$ cat src/pkg/umsb_cfg.svh
/*
 Register offsets, field positions, reset values and timing counts for the UART modem, status and baud block.
 Assumes it is included by bare name in the package and in the design files.
*/
`ifndef UMSB_CFG_SVH
`define UMSB_CFG_SVH
`define UMSB_OFS_DIV_LOW   4'h0
`define UMSB_OFS_DIV_HIGH  4'h1
`define UMSB_OFS_DIV_FRAC  4'h2
`define UMSB_OFS_LCTRL     4'h3
`define UMSB_OFS_MCTRL     4'h4
`define UMSB_OFS_LSTAT     4'h5
`define UMSB_OFS_MSTAT     4'h6
`define UMSB_OFS_RXCNT     4'h8
`define UMSB_OFS_TXCNT     4'h9
`define UMSB_OFS_DATA      4'h0
`define UMSB_RST_BYTE      8'h00
`define UMSB_RST_LCTRL     8'h03
`define UMSB_BIT_LOOP      4
`define UMSB_BIT_AUX2      3
`define UMSB_BIT_AUX1      2
`define UMSB_BIT_RTS       1
`define UMSB_BIT_DTR       0
`define UMSB_BIT_DIVSEL    7
`define UMSB_OVERSAMPLE    5'h10
`define UMSB_FIFO_DEPTH    8
`endif

$ cat src/pkg/umsb_pkg.sv
/*
 Types for the UART modem, status and baud block.
 Assumes umsb_cfg.svh is on the include path.
*/
`include "umsb_cfg.svh"
package umsb_pkg;
   typedef enum logic [1:0] {
      UMSB_IDLE  = 2'b00,
      UMSB_START = 2'b01,
      UMSB_DATA  = 2'b10,
      UMSB_STOP  = 2'b11
   } umsb_ser_t;
endpackage : umsb_pkg

$ cat src/verilog/umsb_top.sv
/*
 UART core: modem control with loopback, line and modem status, FIFO counters, fractional baud divisor.
 Assumes a byte-wide register port with one-cycle read and write strobes, inputs async to ref_clk.
*/
// Functional notes
// - Loopback holds output high, wraps serial data
// - Loopback wraps modem outputs to inputs
// - Modem outputs follow control bits one, zero outside loopback
// - Error summary bit seven set
// - All-empty bit six tracks transmitter
// - Transmit FIFO empty bit five
// - Break flag on all-zero character
// - Framing error on missing stop bit
// - Parity error on failed check
// - Overrun when receive storage is full
// - Data ready from receive FIFO state
// - Status read clears error flags
// - Modem levels inverted, or loopback sources
// - Ring rise edge sets bit two
// - Receive fill count at eight
// - Transmit fill count at nine
// - Divisor bytes need select bit seven
`timescale 1ns/10ps
`default_nettype none
`include "umsb_cfg.svh"
module umsb_top (
   input  wire logic       ref_clk,
   input  wire logic       rstn,
   input  wire logic [3:0] reg_addr,
   input  wire logic       reg_wr,
   input  wire logic       reg_rd,
   input  wire logic [7:0] reg_wdata,
   output logic      [7:0] reg_rdata,
   output logic            txd,
   input  wire logic       rxd,
   output logic            rts_n,
   output logic            dtr_n,
   input  wire logic       cts_n,
   input  wire logic       dsr_n,
   input  wire logic       ri_n,
   input  wire logic       dcd_n
);
   typedef struct packed {
      logic [7:0]          div_lo;
      logic [7:0]          div_hi;
      logic [7:0]          div_fr;
      logic [7:0]          lctrl;
      logic [4:0]          mctrl;
      logic [4:0]          sync1;
      logic [4:0]          sync2;
      logic [3:0]          mlev_q;
      logic [3:0]          mchg;
      logic                err_pe;
      logic                err_fe;
      logic                err_bi;
      logic                err_oe;
      logic [15:0]         bcnt;
      logic [8:0]          facc;
      logic                tick;
      logic [7:0]          rdata;
      umsb_pkg::umsb_ser_t tst;
      logic [3:0]          tsub;
      logic [3:0]          tbit;
      logic [10:0]         tsh;
      logic                txo;
      umsb_pkg::umsb_ser_t rst;
      logic [3:0]          rsub;
      logic [3:0]          rbit;
      logic [9:0]          rsh;
      logic                rxin_q;
      logic [7:0]          rx_wdata;
      logic                rx_push;
   } umsb_st_t;
   umsb_st_t   st_reg;
   umsb_st_t   st_next;
   logic       divsel;
   logic       loop;
   logic       ser_in;
   logic [3:0] mlev;
   logic       tx_in_ready;
   logic       tx_out_valid;
   logic [7:0] tx_out_data;
   logic       tx_pop;
   logic [7:0] tx_fill;
   logic       rx_in_ready;
   logic       rx_out_valid;
   logic [7:0] rx_out_data;
   logic       rx_pop;
   logic [7:0] rx_fill;
   logic [7:0] lstat;
   logic [7:0] mstat;
   logic [3:0] nbits;
   logic       par_calc;
   logic [7:0] rx_mask;

   assign divsel = st_reg.lctrl[`UMSB_BIT_DIVSEL];
   assign loop   = st_reg.mctrl[`UMSB_BIT_LOOP];

   assign ser_in = loop ? st_reg.txo : st_reg.sync2[4];
   assign txd    = loop ? 1'b1 : st_reg.txo;
   assign rts_n  = loop ? 1'b1 : ~st_reg.mctrl[`UMSB_BIT_RTS];
   assign dtr_n  = loop ? 1'b1 : ~st_reg.mctrl[`UMSB_BIT_DTR];
   // loopback modem wrap: dcd, ri, dsr, cts order
   assign mlev = loop ? {st_reg.mctrl[`UMSB_BIT_AUX2], st_reg.mctrl[`UMSB_BIT_AUX1],
                         st_reg.mctrl[`UMSB_BIT_DTR], st_reg.mctrl[`UMSB_BIT_RTS]}
                      : ~st_reg.sync2[3:0];

   assign nbits   = 4'h5 + {2'b00, st_reg.lctrl[1:0]};
   assign rx_mask = 8'hff >> (4'h8 - nbits);
   // data ready straight from FIFO state
   assign lstat = {st_reg.err_pe | st_reg.err_fe | st_reg.err_bi,
                   !tx_out_valid && (st_reg.tst == umsb_pkg::UMSB_IDLE),
                   !tx_out_valid, st_reg.err_bi, st_reg.err_fe, st_reg.err_pe,
                   st_reg.err_oe, rx_out_valid};
   assign mstat = {mlev, st_reg.mchg};
   assign tx_pop = tx_out_valid && (st_reg.tst == umsb_pkg::UMSB_IDLE) && st_reg.tick;
   assign rx_pop = reg_rd && (reg_addr == `UMSB_OFS_DATA) && !divsel;

   // Transmit FIFO, written from the data offset
   umsb_fifo #(.WIDTH(8), .DEPTH(`UMSB_FIFO_DEPTH)) u_txf (
      .ref_clk  (ref_clk),
      .rstn     (rstn),
      .flush    (1'b0),
      .in_data  (reg_wdata),
      .in_valid (reg_wr && (reg_addr == `UMSB_OFS_DATA) && !divsel),
      .in_ready (tx_in_ready),
      .out_data (tx_out_data),
      .out_valid(tx_out_valid),
      .out_ready(tx_pop),
      .fill     (tx_fill)
   );
   // Receive FIFO, drained by data reads
   umsb_fifo #(.WIDTH(8), .DEPTH(`UMSB_FIFO_DEPTH)) u_rxf (
      .ref_clk  (ref_clk),
      .rstn     (rstn),
      .flush    (1'b0),
      .in_data  (st_reg.rx_wdata),
      .in_valid (st_reg.rx_push),
      .in_ready (rx_in_ready),
      .out_data (rx_out_data),
      .out_valid(rx_out_valid),
      .out_ready(rx_pop),
      .fill     (rx_fill)
   );
   assign reg_rdata = st_reg.rdata;

   // Next-state logic for registers, baud and serial engines
   always_comb begin
      st_next = st_reg;
      par_calc = 1'b0;
      st_next.sync1 = {rxd, dcd_n, ri_n, dsr_n, cts_n};
      st_next.sync2 = st_reg.sync1;
      st_next.rx_push = 1'b0;
      // Register writes
      if (reg_wr) begin
         case (reg_addr)
            `UMSB_OFS_DIV_LOW:  if (divsel) st_next.div_lo = reg_wdata;
            `UMSB_OFS_DIV_HIGH: if (divsel) st_next.div_hi = reg_wdata;
            `UMSB_OFS_DIV_FRAC: if (divsel) st_next.div_fr = reg_wdata;
            `UMSB_OFS_LCTRL:    st_next.lctrl = reg_wdata;
            `UMSB_OFS_MCTRL:    st_next.mctrl = reg_wdata[4:0];
            default:            st_next.lctrl = st_reg.lctrl;
         endcase
      end
      // Read data capture
      st_next.rdata = `UMSB_RST_BYTE;
      if (reg_rd) begin
         case (reg_addr)
            `UMSB_OFS_DIV_LOW:  st_next.rdata = divsel ? st_reg.div_lo : rx_out_data;
            `UMSB_OFS_DIV_HIGH: st_next.rdata = divsel ? st_reg.div_hi : 8'h00;
            `UMSB_OFS_DIV_FRAC: st_next.rdata = divsel ? st_reg.div_fr : 8'h00;
            `UMSB_OFS_LCTRL:    st_next.rdata = st_reg.lctrl;
            `UMSB_OFS_LSTAT:    st_next.rdata = lstat;
            `UMSB_OFS_MSTAT:    st_next.rdata = mstat;
            `UMSB_OFS_RXCNT:    st_next.rdata = rx_fill;
            `UMSB_OFS_TXCNT:    st_next.rdata = tx_fill;
            default:            st_next.rdata = 8'h00;
         endcase
      end
      if (reg_rd && reg_addr == `UMSB_OFS_LSTAT) begin
         st_next.err_pe = 1'b0;
         st_next.err_fe = 1'b0;
         st_next.err_bi = 1'b0;
         st_next.err_oe = 1'b0;
      end
      // change flags clear on read, set wins
      if (reg_rd && reg_addr == `UMSB_OFS_MSTAT) begin
         st_next.mchg = 4'h0;
      end
      st_next.mlev_q = mlev;
      // delta detect on dcd, dsr, cts
      st_next.mchg[3] = st_next.mchg[3] | (mlev[3] ^ st_reg.mlev_q[3]);
      st_next.mchg[2] = st_next.mchg[2] | (mlev[2] & ~st_reg.mlev_q[2]);
      st_next.mchg[1] = st_next.mchg[1] | (mlev[1] ^ st_reg.mlev_q[1]);
      st_next.mchg[0] = st_next.mchg[0] | (mlev[0] ^ st_reg.mlev_q[0]);
      st_next.tick = 1'b0;
      if (st_reg.bcnt == 16'h0000) begin
         st_next.tick = ({st_reg.div_hi, st_reg.div_lo} != 16'h0000);
         st_next.facc = {1'b0, st_reg.facc[7:0]} + {1'b0, st_reg.div_fr};
         // Divisor zero parks the counter so a later divisor takes effect at once
         if ({st_reg.div_hi, st_reg.div_lo} == 16'h0000) begin
            st_next.bcnt = 16'h0000;
         end else begin
            st_next.bcnt = {st_reg.div_hi, st_reg.div_lo} - (st_next.facc[8] ? 16'h0000 : 16'h0001);
         end
      end else begin
         st_next.bcnt = st_reg.bcnt - 16'h0001;
      end
      // Transmit engine, 16 ticks per bit
      if (st_reg.tick) begin
         case (st_reg.tst)
            umsb_pkg::UMSB_IDLE: begin
               st_next.txo = 1'b1;
               if (tx_out_valid) begin
                  par_calc = ^(tx_out_data & rx_mask) ^ ~st_reg.lctrl[4];
                  if (st_reg.lctrl[5]) par_calc = ~st_reg.lctrl[4];
                  st_next.tsh = {2'b11, par_calc, tx_out_data} >> (4'h8 - nbits);
                  if (st_reg.lctrl[3]) st_next.tsh[nbits] = par_calc;
                  else st_next.tsh[nbits] = 1'b1;
                  st_next.tst  = umsb_pkg::UMSB_START;
                  st_next.txo  = 1'b0;
                  st_next.tsub = 4'h0;
                  st_next.tbit = 4'h0;
               end
            end
            umsb_pkg::UMSB_START, umsb_pkg::UMSB_DATA: begin
               st_next.tsub = st_reg.tsub + 4'h1;
               if (st_reg.tsub == 4'hf) begin
                  st_next.txo  = st_reg.tsh[0];
                  st_next.tsh  = {1'b1, st_reg.tsh[10:1]};
                  st_next.tbit = st_reg.tbit + 4'h1;
                  st_next.tst  = umsb_pkg::UMSB_DATA;
                  if (st_reg.tbit == nbits + {3'b000, st_reg.lctrl[3]}) begin
                     st_next.tst = umsb_pkg::UMSB_STOP;
                     st_next.txo = 1'b1;
                  end
               end
            end
            umsb_pkg::UMSB_STOP: begin
               st_next.tsub = st_reg.tsub + 4'h1;
               if (st_reg.tsub == 4'hf) begin
                  st_next.tbit = st_reg.tbit + 4'h1;
                  if (!st_reg.lctrl[2] || st_reg.tbit != nbits + {3'b000, st_reg.lctrl[3]}) begin
                     st_next.tst = umsb_pkg::UMSB_IDLE;
                  end
               end
            end
            default: st_next.tst = umsb_pkg::UMSB_IDLE;
         endcase
         if (st_reg.lctrl[6]) st_next.txo = 1'b0;
      end
      // Receive engine, sample at mid bit
      st_next.rxin_q = ser_in;
      if (st_reg.tick) begin
         case (st_reg.rst)
            umsb_pkg::UMSB_IDLE: begin
               if (!ser_in) begin
                  st_next.rst  = umsb_pkg::UMSB_START;
                  st_next.rsub = 4'h0;
               end
            end
            umsb_pkg::UMSB_START: begin
               st_next.rsub = st_reg.rsub + 4'h1;
               if (st_reg.rsub == 4'h7) begin
                  st_next.rst  = ser_in ? umsb_pkg::UMSB_IDLE : umsb_pkg::UMSB_DATA;
                  st_next.rsub = 4'h0;
                  st_next.rbit = 4'h0;
                  st_next.rsh  = 10'h000;
               end
            end
            umsb_pkg::UMSB_DATA: begin
               st_next.rsub = st_reg.rsub + 4'h1;
               if (st_reg.rsub == 4'hf) begin
                  st_next.rsh[st_reg.rbit] = ser_in;
                  st_next.rbit = st_reg.rbit + 4'h1;
                  if (st_reg.rbit == nbits + {3'b000, st_reg.lctrl[3]}) begin
                     st_next.rst = umsb_pkg::UMSB_STOP;
                  end
               end
            end
            umsb_pkg::UMSB_STOP: begin
               st_next.rst = umsb_pkg::UMSB_IDLE;
               par_calc = ^(st_reg.rsh[7:0] & rx_mask) ^ ~st_reg.lctrl[4];
               if (st_reg.lctrl[5]) par_calc = ~st_reg.lctrl[4];
               if (st_reg.lctrl[3] && (st_reg.rsh[nbits] != par_calc)) st_next.err_pe = 1'b1;
               if (!st_reg.rsh[nbits + {3'b000, st_reg.lctrl[3]}]) st_next.err_fe = 1'b1;
               // whole character zero is a break
               if (st_reg.rsh == 10'h000) st_next.err_bi = 1'b1;
               if (rx_in_ready) begin
                  st_next.rx_push  = 1'b1;
                  st_next.rx_wdata = st_reg.rsh[7:0] & rx_mask;
               end else begin
                  st_next.err_oe = 1'b1;
               end
            end
            default: st_next.rst = umsb_pkg::UMSB_IDLE;
         endcase
      end
   end

   // State register
   always_ff @(posedge ref_clk or negedge rstn) begin
      if (!rstn) begin
         st_reg       <= '0;
         st_reg.lctrl <= `UMSB_RST_LCTRL;
         st_reg.sync1 <= 5'h1f;
         st_reg.sync2 <= 5'h1f;
         st_reg.txo   <= 1'b1;
         st_reg.tst   <= umsb_pkg::UMSB_IDLE;
         st_reg.rst   <= umsb_pkg::UMSB_IDLE;
      end else begin
         st_reg <= st_next;
      end
   end

   a_loop_txd_high: assert property (@(posedge ref_clk) disable iff (!rstn)
      loop |-> txd) else $error("txd not high in loopback");
   a_loop_modem_wrap: assert property (@(posedge ref_clk) disable iff (!rstn)
      loop |-> (mstat[7:4] == {st_reg.mctrl[3], st_reg.mctrl[2], st_reg.mctrl[0], st_reg.mctrl[1]}))
      else $error("loopback modem wrap wrong");
   a_rts_dtr_drive: assert property (@(posedge ref_clk) disable iff (!rstn)
      !loop |-> (rts_n == ~st_reg.mctrl[1]) && (dtr_n == ~st_reg.mctrl[0]))
      else $error("rts or dtr not from control");
   a_err_summary: assert property (@(posedge ref_clk) disable iff (!rstn)
      lstat[7] == (lstat[4] | lstat[3] | lstat[2])) else $error("error summary wrong");
   a_all_empty_sub: assert property (@(posedge ref_clk) disable iff (!rstn)
      lstat[6] |-> lstat[5]) else $error("all empty without fifo empty");
   a_tfe_after_write: assert property (@(posedge ref_clk) disable iff (!rstn)
      (reg_wr && reg_addr == 4'h0 && !divsel && tx_in_ready) |=> !lstat[5])
      else $error("fifo empty after write");
   a_lsr_read_clear: assert property (@(posedge ref_clk) disable iff (!rstn)
      (reg_rd && reg_addr == 4'h5 && !(st_reg.tick && st_reg.rst == umsb_pkg::UMSB_STOP))
      |=> (lstat[4:1] == 4'h0)) else $error("status read did not clear");
   a_data_ready: assert property (@(posedge ref_clk) disable iff (!rstn)
      lstat[0] == (rx_fill != 8'h00)) else $error("data ready mismatch");
   a_msr_read_clear: assert property (@(posedge ref_clk) disable iff (!rstn)
      (reg_rd && reg_addr == 4'h6 && (mlev == st_reg.mlev_q)) |=> (st_reg.mchg == 4'h0))
      else $error("modem change not cleared");
   a_dcd_change_set: assert property (@(posedge ref_clk) disable iff (!rstn)
      (mlev[3] != st_reg.mlev_q[3]) |=> st_reg.mchg[3]) else $error("carrier change not flagged");
   a_ring_rise_set: assert property (@(posedge ref_clk) disable iff (!rstn)
      (mlev[2] && !st_reg.mlev_q[2]) |=> st_reg.mchg[2]) else $error("ring rise not flagged");
   a_overrun_set: assert property (@(posedge ref_clk) disable iff (!rstn)
      (st_reg.tick && st_reg.rst == umsb_pkg::UMSB_STOP && !rx_in_ready) |=> st_reg.err_oe)
      else $error("overrun not flagged");
   // data writes leave the divisor alone
   a_div_guarded: assert property (@(posedge ref_clk) disable iff (!rstn)
      (reg_wr && reg_addr == 4'h0 && !divsel) |=> (st_reg.div_lo == $past(st_reg.div_lo)))
      else $error("divisor written without select");
   a_lstat_read: assert property (@(posedge ref_clk) disable iff (!rstn)
      (reg_rd && reg_addr == 4'h5) |=> (reg_rdata == $past(lstat))) else $error("status read wrong");
   a_txcnt_read: assert property (@(posedge ref_clk) disable iff (!rstn)
      (reg_rd && reg_addr == 4'h9) |=> (reg_rdata == $past(tx_fill))) else $error("tx count read wrong");
   a_rxcnt_read: assert property (@(posedge ref_clk) disable iff (!rstn)
      (reg_rd && reg_addr == 4'h8) |=> (reg_rdata == $past(rx_fill))) else $error("rx count read wrong");
endmodule : umsb_top
`default_nettype wire

$ cat src/verilog/umsb_fifo.sv
/*
 Flip-flop FIFO with valid and ready on both sides and a fill count.
 Assumes a single clock and an asynchronous active-low reset.
*/
`timescale 1ns/10ps
`default_nettype none
module umsb_fifo #(
   parameter int WIDTH = 8,
   parameter int DEPTH = 8
) (
   input  wire logic             ref_clk,
   input  wire logic             rstn,
   input  wire logic             flush,
   input  wire logic [WIDTH-1:0] in_data,
   input  wire logic             in_valid,
   output logic                  in_ready,
   output logic      [WIDTH-1:0] out_data,
   output logic                  out_valid,
   input  wire logic             out_ready,
   output logic      [7:0]       fill
);
   localparam int AW = $clog2(DEPTH);
   typedef struct packed {
      logic [DEPTH-1:0][WIDTH-1:0] mem;
      logic [AW-1:0]               rd;
      logic [AW-1:0]               wr;
      logic [AW:0]                 cnt;
   } umsb_fifo_st_t;
   umsb_fifo_st_t st_reg;
   umsb_fifo_st_t st_next;
   logic          push;
   logic          pop;

   // Handshakes and outputs
   assign in_ready  = (st_reg.cnt != (AW+1)'(DEPTH));
   assign out_valid = (st_reg.cnt != '0);
   assign out_data  = st_reg.mem[st_reg.rd];
   assign fill      = 8'(st_reg.cnt);
   assign push      = in_valid && in_ready;
   assign pop       = out_valid && out_ready;

   // Pointer and storage update
   always_comb begin
      st_next = st_reg;
      if (push) begin
         st_next.mem[st_reg.wr] = in_data;
         st_next.wr = st_reg.wr + 1'b1;
      end
      if (pop) begin
         st_next.rd = st_reg.rd + 1'b1;
      end
      st_next.cnt = st_reg.cnt + (AW+1)'(push) - (AW+1)'(pop);
      if (flush) begin
         st_next.rd  = '0;
         st_next.wr  = '0;
         st_next.cnt = '0;
      end
   end

   // State register
   always_ff @(posedge ref_clk or negedge rstn) begin
      if (!rstn) begin
         st_reg <= '0;
      end else begin
         st_reg <= st_next;
      end
   end
endmodule : umsb_fifo
`default_nettype wire

$ cat config.mk
export PLATFORM = sky130hd
export DESIGN_NAME = umsb_top
export DESIGN_NICKNAME = d
export VERILOG_FILES = /design/src/pkg/umsb_pkg.sv /design/src/verilog/umsb_top.sv /design/src/verilog/umsb_fifo.sv
export VERILOG_INCLUDE_DIRS = /design/src /design/src/pkg
export SDC_FILE = /design/constraint.sdc
export NUM_CORES = 1
export LEC_CHECK = 0
export BUFFER_PORTS_ARGS = -buffer_cell sky130_fd_sc_hd__buf_2
export CAP_MARGIN = 20
export CORE_MARGIN = 2
export CORE_UTILIZATION = 60
export CTS_CLUSTER_DIAMETER = 80
export DETAILED_ROUTE_END_ITERATION = 10
export GPL_TIMING_DRIVEN = 0
export MAX_ROUTING_LAYER = met4
export PLACE_DENSITY = 0.77
export SETUP_SLACK_MARGIN = 0.02
export SLEW_MARGIN = 15
export SYNTH_ARGS = -nofsm -noshare
export SYNTH_HDL_FRONTEND = slang
export SYNTH_SLANG_ARGS = --single-unit
$ cat constraint.sdc
create_clock -name ref_clk -period 9.5 [get_ports ref_clk]
set_input_delay 0.475 -clock ref_clk [delete_from_list [all_inputs] [get_ports ref_clk]]
set_output_delay 0.475 -clock ref_clk [all_outputs]
set_load 0.02 [all_outputs]
Yosys cells after proc, flatten, opt, wreduce, memory -nomap -nowiden
Cells that the tools add are included.
{"block": "classes", "n_addsub": 18, "order_cmp": 11, "n_eq_ne": 32, "shifts": 2, "muxes": 73, "bitwise": 20, "n_reduce_logical": 52}
{"operator": "$bwmux 64", "n": 2}
{"operator": "$mux 8", "n": 8}
{"operator": "$pmux 8 s8", "n": 1}
{"operator": "$bmux 8 s3", "n": 2}
{"operator": "$demux 8 s3", "n": 2}
{"operator": "$mux 16", "n": 3}
{"operator": "$logic_not 16->1", "n": 2}
{"operator": "$pmux 10 s3", "n": 1}
{"operator": "$pmux 14 s2", "n": 1}
{"operator": "$mux 1", "n": 27}
{"operator": "$mux 4", "n": 6}
{"operator": "$pmux 12 s2", "n": 1}
{"operator": "$mux 22", "n": 1}
{"operator": "$mux 20", "n": 1}
{"operator": "$logic_and 1x1->1", "n": 18}
{"operator": "$reduce_and 3->1", "n": 6}
{"operator": "$add 4x1->4 const B", "n": 4}
{"operator": "$and 8x8->8", "n": 2}
{"operator": "$eq 4x3->1 const B", "n": 4}
{"operator": "$eq 4x4->1 const B", "n": 4}
{"operator": "$lt 3x4->1 const B", "n": 4}
{"operator": "$ne 2x2->1 const B", "n": 8}
{"operator": "$reduce_bool 16->1", "n": 1}
{"operator": "$reduce_xor 8->1", "n": 2}
{"operator": "50 further kinds", "n": 97}
{"block": "totals", "reg_bits": 291, "inputBits": 21, "output_inout_bits": 11, "elab_cells": 258}

Logic depth before layout (Yosys ltp)
Gate-level depths: netlist (run 1).
{"block": "depth", "word_depth": 16, "ltp_mapped": 15}

Hierarchy
Synthesis (run 1) repeated with hierarchy kept, for this count alone.
{"block": "hier_totals", "hier_cells": 1307, "hier_area_um2": 15461.1}
{"mod": "umsb_top", "instances": 1, "cells_each": 819, "area_each_um2": 8146.6}
{"mod": "umsb_fifo", "instances": 2, "cells_each": 244, "area_each_um2": 3657.3}

Worst setup path before layout (run 1)
OpenSTA, ideal clock, no wires.
{"block": "synth_timing", "path_kind": "flip-flop to flip-flop", "startpoint": "register st_reg[113] (netlist bit)", "endpoint": "register st_reg[36] (netlist bit)", "setup_time_ns": 0.118, "t_arrival_ns": 3.243, "required_time_ns": 9.382, "setup_slack_ns": 6.139, "stages_incl_launch_ff": 11, "path_buffers": 2, "cell_sequence": "dfstp_2 buf_1 inv_1 ha_1 clkbuf_1 xnor2_1 nor4_1 o211ai_1 a2111oi_4 o32ai_1 a21o_1"}
{"block": "synth_between", "elab_chain_cells": 15}
{"item": "start: declaration", "line_no": "umsb_top.sv:74", "rtl": "umsb_st_t st_reg;"}
{"item": "start signal: assignment", "line_no": "umsb_top.sv:312", "rtl": "st_reg <= st_next;"}
{"item": "$add 3x2->4 (*)", "line_no": "umsb_top.sv:108", "rtl": "assign nbits = 4'h5 + {2'b00, st_reg.lctrl[1:0]};"}
{"item": "$sub 4x4->4", "line_no": "umsb_top.sv:109, umsb_top.sv:217"}
{"item": "$shr 8x4->8", "line_no": "umsb_top.sv:109", "rtl": "assign rx_mask = 8'hff >> (4'h8 - nbits);"}
{"item": "$and 8x8->8", "line_no": "umsb_top.sv:215", "rtl": "par_calc = ^(tx_out_data & rx_mask) ^ ~st_reg.lctrl[4];"}
{"item": "$reduce_xor 8->1", "line_no": "umsb_top.sv:215"}
{"item": "$xor 1x1->1", "line_no": "umsb_top.sv:215"}
{"item": "$mux 1", "line_no": "umsb_top.sv:216", "rtl": "if (st_reg.lctrl[5]) par_calc = ~st_reg.lctrl[4];"}
{"item": "$mux 1", "line_no": "umsb_top.sv:214", "rtl": "if (tx_out_valid) begin"}
{"item": "$mux 1", "line_no": "umsb_top.sv:211", "rtl": "case (st_reg.tst)"}
{"item": "$mux 1", "line_no": "umsb_top.sv:210", "rtl": "if (st_reg.tick) begin"}
{"item": "$shr 11x4->11", "line_no": "umsb_top.sv:217", "rtl": "st_next.tsh = {2'b11, par_calc, tx_out_data} >> (4'h8 - nbits);"}
{"item": "$or 11x11->11 (no line) or $bwmux 11 (tied branches)"}
{"item": "$mux 11 (*)", "line_no": "umsb_top.sv:218", "rtl": "if (st_reg.lctrl[3]) st_next.tsh[nbits] = par_calc;"}
{"item": "$mux 22 (*)", "line_no": "umsb_top.sv:214"}
{"item": "$pmux 12 s2 (*)", "line_no": "umsb_top.sv:211"}
Mark *: on every way between the ends. The rest lies on a longest branch, timed or not. The select of a mux whose other input is x is not followed.
A chain may end at the register's enable or synchronous reset.

Worst setup path in the final report (run 1)
{"block": "layout_timing", "startpoint": "register st_reg[113] (netlist bit)", "endpoint": "register st_reg[40] (netlist bit)"}
Same word-level chain as after synthesis.

==> metrics.md, run 1 <==
| Metric | Value |
|---|---|
| Status | `finished, final reports clean` |
| Synth async-reset ratio | `100.0%` |
| Clock root buffer master | `clkbuf_16` |
| Non-Filler Instances | `1728` |
| Starting Density | `60.96%` |
| Number of CTS-inserted buffers | `30` |
| Final worst-path cycle share | `44.47%` |
| Clock transition at path regs | `0.06 ns` |
| Post-route clock skew | `0.02819 ns` |
| Max Clock Freq | `0.2367 GHz` |
| Final ANT Viol Nets | `0` |
| CP Data Required Time | `9.93 ns` |
| Top Family by Delay on Critical Path | `buffers and inverters` |
| Routed len/inst | `19.93 microns` |
| Tmin final | `4.225 ns` |
| Total track usage | `27.35%` |
| Largest net degree at the start of global routing | `97` |
| Routed vias/inst | `6.165` |
| Cell total after placement | `1668` |
| CP max-delay cell | `dfstp_2` |
| Share of layout cells above drive strength 1 | `24.91%` |
| Max FFs per register | `119` |
| RSZ-0062 raised after global routing | `no` |
| Rel. slew slack | `37.47%` |
| Core area | `25110 sq um` |
| Number of synthesized flops with an enable pin | `0` |
| Drt total wl | `34440 microns` |
| Ys flop type | `dfrtp_1` |
| Storage cell area | `7298 sq um` |
| Synth warnings | `0` |
| Nets@finish | `1446` |
| Clock Tree Buf Depth | `3` |
| Register-to-Register Path Depth | `10` |
| Avg Cell Area, Syn | `11.72 sq um` |
| Reg2reg end | `st_reg[40]` |
| IO Port Bufs | `29` |
| Gr ovfl total | `0` |
| Max rail drop VDD | `178.5 uV` |
| Pre-Repair DR Iteration Count | `5` |
| Max_cap viols | `0` |
| FF-to-FF Start | `st_reg[113]` |
| Worst hold slack | `0.03249 ns` |
| Total clock sinks | `291` |
| Final setup fails | `0` |
| Worst Path Max Fanout | `10` |
| Layout fillers | `1844` |
| Post-layout power | `3790 uW` |
| Layout area overhead | `11.35%` |
| Antenna violations before repair | `1` |
| GP Congestion | `0.9632` |
| Register bit total from synthesis | `291` |
| HPWL Detailed | `24130 microns` |
| Net Count, Synth | `1379` |
| Die area | `26810 sq um` |
| Hold path depth | `1` |
| Commonest cells after routing, fill and taps aside | `278 x dfrtp_1, 187 x mux2_2, 112 x nand2_1, 60 x o21ai_0, 59 x nor2_1` |
| Final Max Tran Viols | `0` |
| CTS tree | `done` |
| Total number of vias | `10650` |
| Vias in the first global route | `10650` |
| Worst Tran Pin Value | `0.9328 ns` |
| Die width | `163.7 microns` |
| CP Buf/Inv Count | `3` |
| First DRT Iteration DRCs | `767` |
| WS Path Type | `reg2reg` |
| Post-route cell area | `17040 sq um` |
| Syn Inst Count | `1306` |
| Power Dens Cells | `222.4 nW/um^2` |
| R2R Setup Slk | `5.28 ns` |
| Setup TNS | `0 ns` |
| Core Rows | `58` |
| Number of cells on the critical path | `10` |
| Placed Area | `15960 sq um` |
| Final-report hold violation count | `0` |
| Clk Latency, worst-skew pair | `0.56 ns` |
| CP startpoint kind | `register` |
| First-pass GRT wire length | `56210 microns` |
| Syn Std Cell Area | `15310 sq um` |
| Worst min-delay path category | `in2reg` |
| PostCTS Resize Cnt | `0` |
| Multi-input logic area | `7535 sq um` |
| Synth unique cells | `73` |
| IO Pins | `32` |
| H-tree Lvls | `1` |
| Residual DRC | `0` |
| Critical Path AT | `4.65 ns` |
| P_leak | `0.007886 uW` |
| Crit-path max cell delay | `0.67 ns` |
| Crit end category | `register` |
| Critical-path cell list | `buf_1 > inv_1 > ha_1 > clkbuf_1 > xnor2_1 > nor4_1 > o211ai_1 > a2111oi_4 > o21ai_0 > o211a_1` |
| WHS Endpoint | `st_next[102]` |
| Seq/Total Area, Yosys | `47.68%` |
| Commonest non-fill, non-tap cell in the layout | `dfrtp_1` |
| Hold path startpoint | `rxd` |
| Die Ht | `163.7 microns` |
## logic make-up after synthesis
group,after synthesis,synth area share [%]
fa+ha+maj,52,4.447
compound gates,213,9.147
flops,291,47.68
mux,254,21.69
xor+xnor,70,4.005
buf+inv,120,3.229
simple gates,306,9.801
## how the worst max path moves through the flow
| stage | start | slack, ns | endpoint |
|---|---|---|---|
| detailed placement | st_reg[113] | 5.37 | st_reg[40] |
| finish | st_reg[113] | 5.28 | st_reg[40] |
| CTS | st_reg[113] | 5.32 | st_reg[40] |
| floorplan | st_reg[113] | 6.14 | st_reg[36] |
| global placement | rstn | 2.67 | u_txf.st_reg[42] |
| global route | st_reg[113] | 5.03 | st_reg[36] |
## worst register-to-register path, cell delays in order, from the launching register on
cell	delay (ns)
dfstp_2	0.67
buf_1	0.51
inv_1	0.33
ha_1	0.37
clkbuf_1	0.43
xnor2_1	0.16
nor4_1	0.39
o211ai_1	0.27
a2111oi_4	0.60
o21ai_0	0.21
o211a_1	0.17
## area by class of cell
type | count | share of cell area [%]
Clock buffer | 46 | 5.469
Timing Repair Buffer | 35 | 1.556
Buffer | 69 | 1.777
Antenna cell | 1 | 0.01468
Inverter | 51 | 1.123
Tap cell | 330 | 2.423
Multi-Input combinational cell | 895 | 44.21
Clock inverter | 10 | 0.6093
Sequential cell | 291 | 42.82
## stage by stage
stage,util [%],setup slack [ns]
finish,67.88,5.275
global route,67.88,5.028
CTS,67.76,5.323
detailed placement,63.55,5.366
global placement,63.19,2.670
floorplan,-,6.139
## routing by layer
layer | up-vias | track usage (%) | wire [microns]
met4 | 0 | 7.337 | 907
li1 | 4865 | - | -
met2 | 360 | 41.65 | 15910
met5 | - | - | 0
met1 | 5352 | 38.73 | 15190
met3 | 76 | 4.394 | 2437
## power by group
| group | switching [uW] | total (uW) | internal, uW |
|---|---|---|---|
| Combinational | 580 | 1040 | 460 |
| Clock | 479 | 1210 | 726 |
| Sequential | 151 | 1550 | 1390 |
| Total | 1210 | 3790 | 2580 |
## what timing repair did
| item | in CTS | in global routing |
|---|---|---|
| hold endpoints to repair | 22 | 0 |
| hold buffers | 2 | 0 |
| setup buffers | 0 | 0 |
## synthesized netlist by cell type (all sizes together), types with 12 or more instances
library cell | instances | share of area (%)
mux2i | 25 | 1.6
buf | 18 | 0.73
dfstp | 13 | 2.2
nor4 | 12 | 0.49
ha | 48 | 3.9
dfrtp | 278 | 45
xor2 | 29 | 1.7
mux4 | 41 | 6.2
o22ai | 14 | 0.57
clkbuf | 51 | 1.3
nand2b | 14 | 0.57
xnor2 | 41 | 2.3
a21oi | 49 | 1.6
nand2 | 112 | 2.7
nor3 | 25 | 0.85
o21ai | 61 | 2.0
mux2 | 188 | 14
inv | 51 | 1.3
nor2 | 59 | 1.4
nand3 | 20 | 0.65
(Power assumes the default switching activity.)
==> run 2: changes to the inputs <==
- clock period: 9.5 -> 4.1 ns (I/O delays scaled with it)
==> run 2 against run 1 <==
Design area is 0.69% higher. Highest routed layer unchanged. Die area unchanged. Clock power is 130% higher. Power rose by 130%.
==> metrics.md, run 2 (synthesis results as in run 1) <==
| Metric | Value |
|---|---|
| CP Buf/Inv Count | `2` |
| HPWL Detailed | `24130 microns` |
| Internal | `5986 uW` |
| Power Dens Cells | `512.7 nW/um^2` |
| Critical Path AT | `4.15 ns` |
| CTS tree | `done` |
| Nets@finish | `1457` |
| # Post-CTS Setup Buffers | `0` |
| Placed Area | `15960 sq um` |
| Total number of vias | `10750` |
| Clk pwr share | `31.8%` |
| Clock root buffer master | `clkbuf_16` |
| GP Congestion | `0.9632` |
| Post-route cell area | `17160 sq um` |
| Number of CTS-inserted buffers | `30` |
| Number of cells on the critical path | `9` |
| IO Port Bufs | `29` |
| Comb power frac | `27.5%` |
| Final setup fails | `0` |
| Final-report hold violation count | `0` |
| Core Util, Final | `68.35%` |
| Non-Filler Instances | `1739` |
| Worst min-delay path category | `in2reg` |
| Final Max Tran Viols | `0` |
| First-pass GRT wire length | `56410 microns` |
| Max rail drop VDD | `414.7 uV` |
| Worst Path Max Fanout | `10` |
| First DRT Iteration DRCs | `796` |
| Max layer used | `met4` |
| Hold path depth | `4` |
| Starting Density | `60.96%` |
| Top Family by Delay on Critical Path | `compound AO/OA/AOI/OAI gates` |
| CP Data Required Time | `4.53 ns` |
| Commonest non-fill, non-tap cell in the layout | `dfrtp_1` |
| Sequential power share | `40.7%` |
| Max Clock Freq | `0.2685 GHz` |
| Pre-Repair DR Iteration Count | `5` |
| Layout fillers | `1833` |
| CP max-delay cell | `dfstp_2` |
| RSZ-0062 raised after global routing | `no` |
| Routed len/inst | `19.93 microns` |
| Crit end category | `register` |
| Die width | `163.7 microns` |
| Met2 Routed Length | `16160 microns` |
| Core area | `25110 sq um` |
| Die area | `26810 sq um` |
| Total clock sinks | `291` |
| Routed vias/inst | `6.181` |
| Total track usage | `27.44%` |
| Clock Tree Buf Depth | `3` |
| Clock transition at path regs | `0.06 ns` |
| CP startpoint kind | `register` |
| Multi-input logic area | `7535 sq um` |
| P_leak | `0.007938 uW` |
| Wire length on met3 | `2269 microns` |
| Rel. slew slack | `37.49%` |
| Status | `finished, final reports clean` |
| H-tree Lvls | `1` |
| Switching Fraction | `31.96%` |
| Layout area overhead | `12.11%` |
| Core Rows | `58` |
| Max FFs per register | `119` |
| Critical-path cell list | `buf_2 > inv_1 > ha_1 > xnor2_1 > nor4_1 > o211ai_1 > a2111oi_4 > o21ai_0 > o211a_1` |
| Commonest cells after routing, fill and taps aside | `278 x dfrtp_1, 187 x mux2_2, 112 x nand2_1, 60 x o21ai_0, 59 x nor2_1` |
| Die Ht | `163.7 microns` |
| Final ANT Viol Nets | `0` |
| Post-route clock skew | `0.02473 ns` |
| Worst Tran Pin Value | `0.9326 ns` |
| Residual DRC | `0` |
| Clk Latency, worst-skew pair | `0.56 ns` |
| Tmin final | `3.724 ns` |
| Register-to-Register Path Depth | `9` |
| Largest net degree at the start of global routing | `97` |
| Cell total after placement | `1668` |
| Psw | `2812 uW` |
| Final worst-path cycle share | `90.83%` |
| Vias in the first global route | `10720` |
| Drt total wl | `34660 microns` |
| Crit-path max cell delay | `0.67 ns` |
| Share of layout cells above drive strength 1 | `24.79%` |
| Max_cap viols | `0` |
| IO Pins | `32` |
| Metal-1 WL | `15370 microns` |
| WS Path Type | `reg2reg` |
| Storage cell area | `7298 sq um` |
| Antenna violations before repair | `1` |
| Post-layout power | `8798 uW` |
| Gr ovfl total | `0` |
==> run 2: area by class of cell <==
| type | instances | share of cell area (%) |
|---|---|---|
| Buffer | 68 | 1.750 |
| Timing Repair Buffer | 47 | 2.246 |
| Multi-Input combinational cell | 895 | 43.90 |
| Tap cell | 330 | 2.406 |
| Antenna cell | 1 | 0.01458 |
| Sequential cell | 291 | 42.53 |
| Inverter | 51 | 1.115 |
| Clock inverter | 10 | 0.6051 |
| Clock buffer | 46 | 5.432 |
==> run 2: per-layer routing <==
metal	up-vias	track usage [%]
met5	-	-
met2	349	41.92
li1	4888	-
met4	0	7.337
met3	73	4.394
met1	5438	38.75
==> run 2: worst paths after layout <==
kind                        startpoint          endpoint  slack (ns)
setup / recovery           st_reg[113]        st_reg[40]        0.38
hold / removal                  reg_rd          mstat[0]        0.08
setup reg to reg           st_reg[113]        st_reg[40]        0.38
hold reg to reg            st_next[99]        st_reg[99]        0.36
max in group asynchronous         rstn        st_reg[81]        2.92
min in group asynchronous         rstn  u_rxf.st_reg[13]        0.09
==> run 2: timing repair <==
action / 4_1_cts / 5_1_grt
hold endpoints to repair: 214 / 0
setup endpoints to repair: 4 / 4
hold buffers: 14 / 0
resized for setup: 1 / 0
==> run 2: tightest hold or removal path, cell delays in order <==
cell	delay [ns]
buf_2	0.13
nand2_1	0.14
nand2_1	0.07
nand2_1	0.05
==> run 2: stage by stage <==
step | worst slack (ns) | TNS, ns | hold slack [ns]
after floorplan | 0.7392 | 0 | -0.09059
after global placement | -2.460 | -686.49 | 0.3097
after detailed placement | -0.03362 | -0.06960 | 0.05841
after CTS | 0.2413 | 0 | 0.05117
after global routing | 0.1918 | 0 | 0.08480
final | 0.3761 | 0 | 0.08470
==> run 2: power by group through the flow <==
| stage | Sequential, uW | Clock [uW] | Combinational (uW) |
|---|---|---|---|
| global placement | 3590 | 0 | 2280 |
| finish | 3580 | 2800 | 2420 |
| detailed placement | 3610 | 0 | 2370 |
| CTS | 3570 | 2840 | 2400 |
| floorplan | 3490 | 0 | 1810 |
| global route | 3620 | 2960 | 2650 |
==> run 3: changes to the inputs <==
- CAP_MARGIN: 20 -> 25
- SYNTH_HIERARCHICAL: default -> 1
==> run 3 against run 2 <==
Combinational power fell by 46%. Power decreased by 16%. Count of clock-buffer cells in the layout decreased by 3. Setup slack better by 0.013 ns. Design area rose by 0.32%. Wire length decreased by 1.9%. Non-clock buffer count down 5. Die area is 0.98% higher. Critical path depth increased by 8. Synthesized cell count barely moved. Largest cell class unchanged. Highest routed layer unchanged.
==> metrics.md, run 3 <==
| Metric | Value |
|---|---|
| Status | `finished, final reports clean` |
| Core area | `25250 sq um` |
| Clock Tree Buf Depth | `3` |
| Pre-Repair DR Iteration Count | `5` |
| Die area | `27070 sq um` |
| RSZ-0062 raised after global routing | `no` |
| Clock root buffer master | `clkbuf_16` |
| Largest family of logic cells by synthesized area | `multiplexers` |
| Final setup fails | `0` |
| CP startpoint kind | `register` |
| Final ANT Viol Nets | `0` |
| Layout area overhead | `11.35%` |
| Worst Path Max Fanout | `4` |
| Starting Density | `61.22%` |
| Register bit total from synthesis | `291` |
| P_leak | `0.007957 uW` |
| Post-synth top cells | `278 x dfrtp_1, 201 x mux2_2, 114 x nand2_1, 66 x a21oi_1, 65 x o21ai_0` |
| IO Port Bufs | `30` |
| Number of synthesized flops with an enable pin | `0` |
| Post-synthesis simple-gate area fraction | `11.42%` |
| Final Max Tran Viols | `0` |
| Complex-gate fraction of the synthesized area | `8.384%` |
| Worst hold slack | `0.07083 ns` |
| Largest net degree at the start of global routing | `95` |
| Mux share of post-synthesis cell area | `21.68%` |
| Rel. slew slack | `35.40%` |
| IO Pins | `32` |
| Commonest non-fill, non-tap cell in the layout | `dfrtp_1` |
| Setup TNS | `0 ns` |
| Die Ht | `164.5 microns` |
| Routed len/inst | `19.53 microns` |
| Nets@finish | `1459` |
| First-pass GRT wire length | `55630 microns` |
| HPWL Detailed | `23610 microns` |
| Power Dens Cells | `429.3 nW/um^2` |
| Post-route cell area | `17220 sq um` |
| Synth warnings | `6` |
| Top-count cell post-synth | `dfrtp_1` |
| WS Path Type | `reg2reg` |
| Synth unique cells | `69` |
| GP Congestion | `0.8569` |
| Avg Cell Area, Syn | `11.83 sq um` |
| Tmin final | `3.711 ns` |
| Ys flop type | `dfrtp_1` |
| Total number of vias | `10330` |
| Drt total wl | `33990 microns` |
| Diodes inserted | `0` |
| Gr ovfl total | `0` |
| CTS tree | `done` |
| Clock transition at path regs | `0.06 ns` |
| Cell taking the most area after synthesis | `dfrtp_1` |
| CP Data Required Time | `4.50 ns` |
| Share of the synthesized area in the top cell type | `44.99%` |
| Crit end category | `register` |
| H-tree Lvls | `1` |
| Total clock sinks | `291` |
| Commonest cells after routing, fill and taps aside | `278 x dfrtp_1, 201 x mux2_2, 114 x nand2_1, 65 x o21ai_0, 65 x a21oi_1` |
| Max rail drop VDD | `387.9 uV` |
| Share of layout cells above drive strength 1 | `28.87%` |
| Xor and xnor fraction of the mapped netlist area | `3.124%` |
| First DRT Iteration DRCs | `728` |
| Post-route clock skew | `0.01095 ns` |
| Critical Path AT | `4.11 ns` |
| Die width | `164.5 microns` |
| Syn Inst Count | `1307` |
| Area contributors post-synth | `dfrtp_1 45%, mux2_2 15%, mux4_2 5.7%` |
| Max_cap viols | `0` |
| Final-report hold violation count | `0` |
| Vias in the first global route | `10580` |
| Worst min-delay path category | `in2reg` |
| Max FFs per register | `119` |
| Residual DRC | `0` |
| Syn Std Cell Area | `15460 sq um` |
| Routed vias/inst | `5.934` |
| Core Rows | `58` |
| Worst Tran Pin Value | `0.9602 ns` |
| Placed Area | `16150 sq um` |
| Number of CTS-inserted buffers | `30` |
| Synth Area in Adders | `4.402%` |
| Final worst-path cycle share | `90.52%` |
| Max Clock Freq | `0.2695 GHz` |
| Total track usage | `26.86%` |
| Clk Latency, worst-skew pair | `0.56 ns` |
| Seq/Total Area, Yosys | `47.20%` |
| Antenna violations before repair | `0` |
| Synth async-reset ratio | `100.0%` |
[run 3: cell count changes after synthesis, moves of 10 or more]
cell and delta:
a21oi_1 +17, a22o_1 +14, buf_4 +20, clkbuf_1 -20, mux2_2 +14, nor2b_1 +10, o22ai_1 -13, xor2_1 -16
[run 3: layout make-up]
class | count | area [sq um]
plain buffers | 71 | 401.6
clock buffers | 43 | 850.8
clock inverters | 13 | 152.6
fillers | 1877 | 8038
inverters | 45 | 168.9
multi-input cells | 908 | 7629
flip-flops and latches | 291 | 7298
well taps | 330 | 412.9
repair buffers | 39 | 302.8
[run 3: worst max-delay path, cell delays in order, from the launching register on]
cell and delay, ns:
dfrtp_1 0.40, ha_1 0.23, fa_1 0.42, a21oi_1 0.17
o21bai_1 0.11, a21oi_1 0.16, nor2_1 0.05, nor2_1 0.14
o21bai_1 0.10, a21oi_2 0.17, ha_2 0.21, ha_1 0.19
nand2b_1 0.07, or3_1 0.36, or2_2 0.35, nor3_1 0.19
xnor2_1 0.15, o31ai_1 0.08
[run 3: cells by family after synthesis]
kind of cell / Yosys count
AO/OA/AOI/OAI: 211
XOR/XNOR: 52
adder cells (fa/ha/maj): 52
buffers and inverters: 117
flip-flops: 291
multiplexers: 261
other: 3
AND/OR/NAND/NOR: 320
[run 3: layer usage]
layer / part of all wire [%] / global-route usage (%) / up-vias / wire, microns
met2: 48 / 43.51 / 230 / 16390
met3: 4.3 / 3.491 / 61 / 1451
met5: 0 / - / - / 0
li1: - / - / 4843 / -
met1: 45 / 36.28 / 5191 / 15290
met4: 2.5 / 7.115 / 0 / 854
[run 3: final timing paths]
path	start	end	slack (ns)	cells past startpoint
worst min-delay path	reg_rd	mstat[3]	0.07	4
worst min register to register	st_next[98]	st_reg[98]	0.35	0
min in group asynchronous	rstn	st_reg[27]	0.14	2
worst max-delay path	st_reg[121]	st_reg[80]	0.39	17
worst max register to register	st_reg[121]	st_reg[80]	0.39	17
max in group asynchronous	rstn	st_next[101]	2.82	4
[run 3: what timing repair did]
item	4_1_cts	5_1_grt
endpoints found under the setup margin	0	2
resized for setup	0	2
hold buffers	6	0
hold endpoints to repair	110	0
setup buffers	0	0
[run 3: power breakdown]
group          internal [uW]  switching [uW]  total [uW]
clock network           1630            1120        2760
registers               3090             229        3320
logic                    618             696        1310
[run 3: per-stage QoR]
step                power [uW]  worst slack, ns  util (%)  instances
floorplan                 4264           0.7918         -       1316
global placement          4599           -2.507     63.59       1676
detailed placement        4657           0.3137     63.95       1679
CTS                       7434           0.2829     68.16       1741
global route              7727          0.06856     68.17       1740
finish                    7390           0.3888     68.17       1740
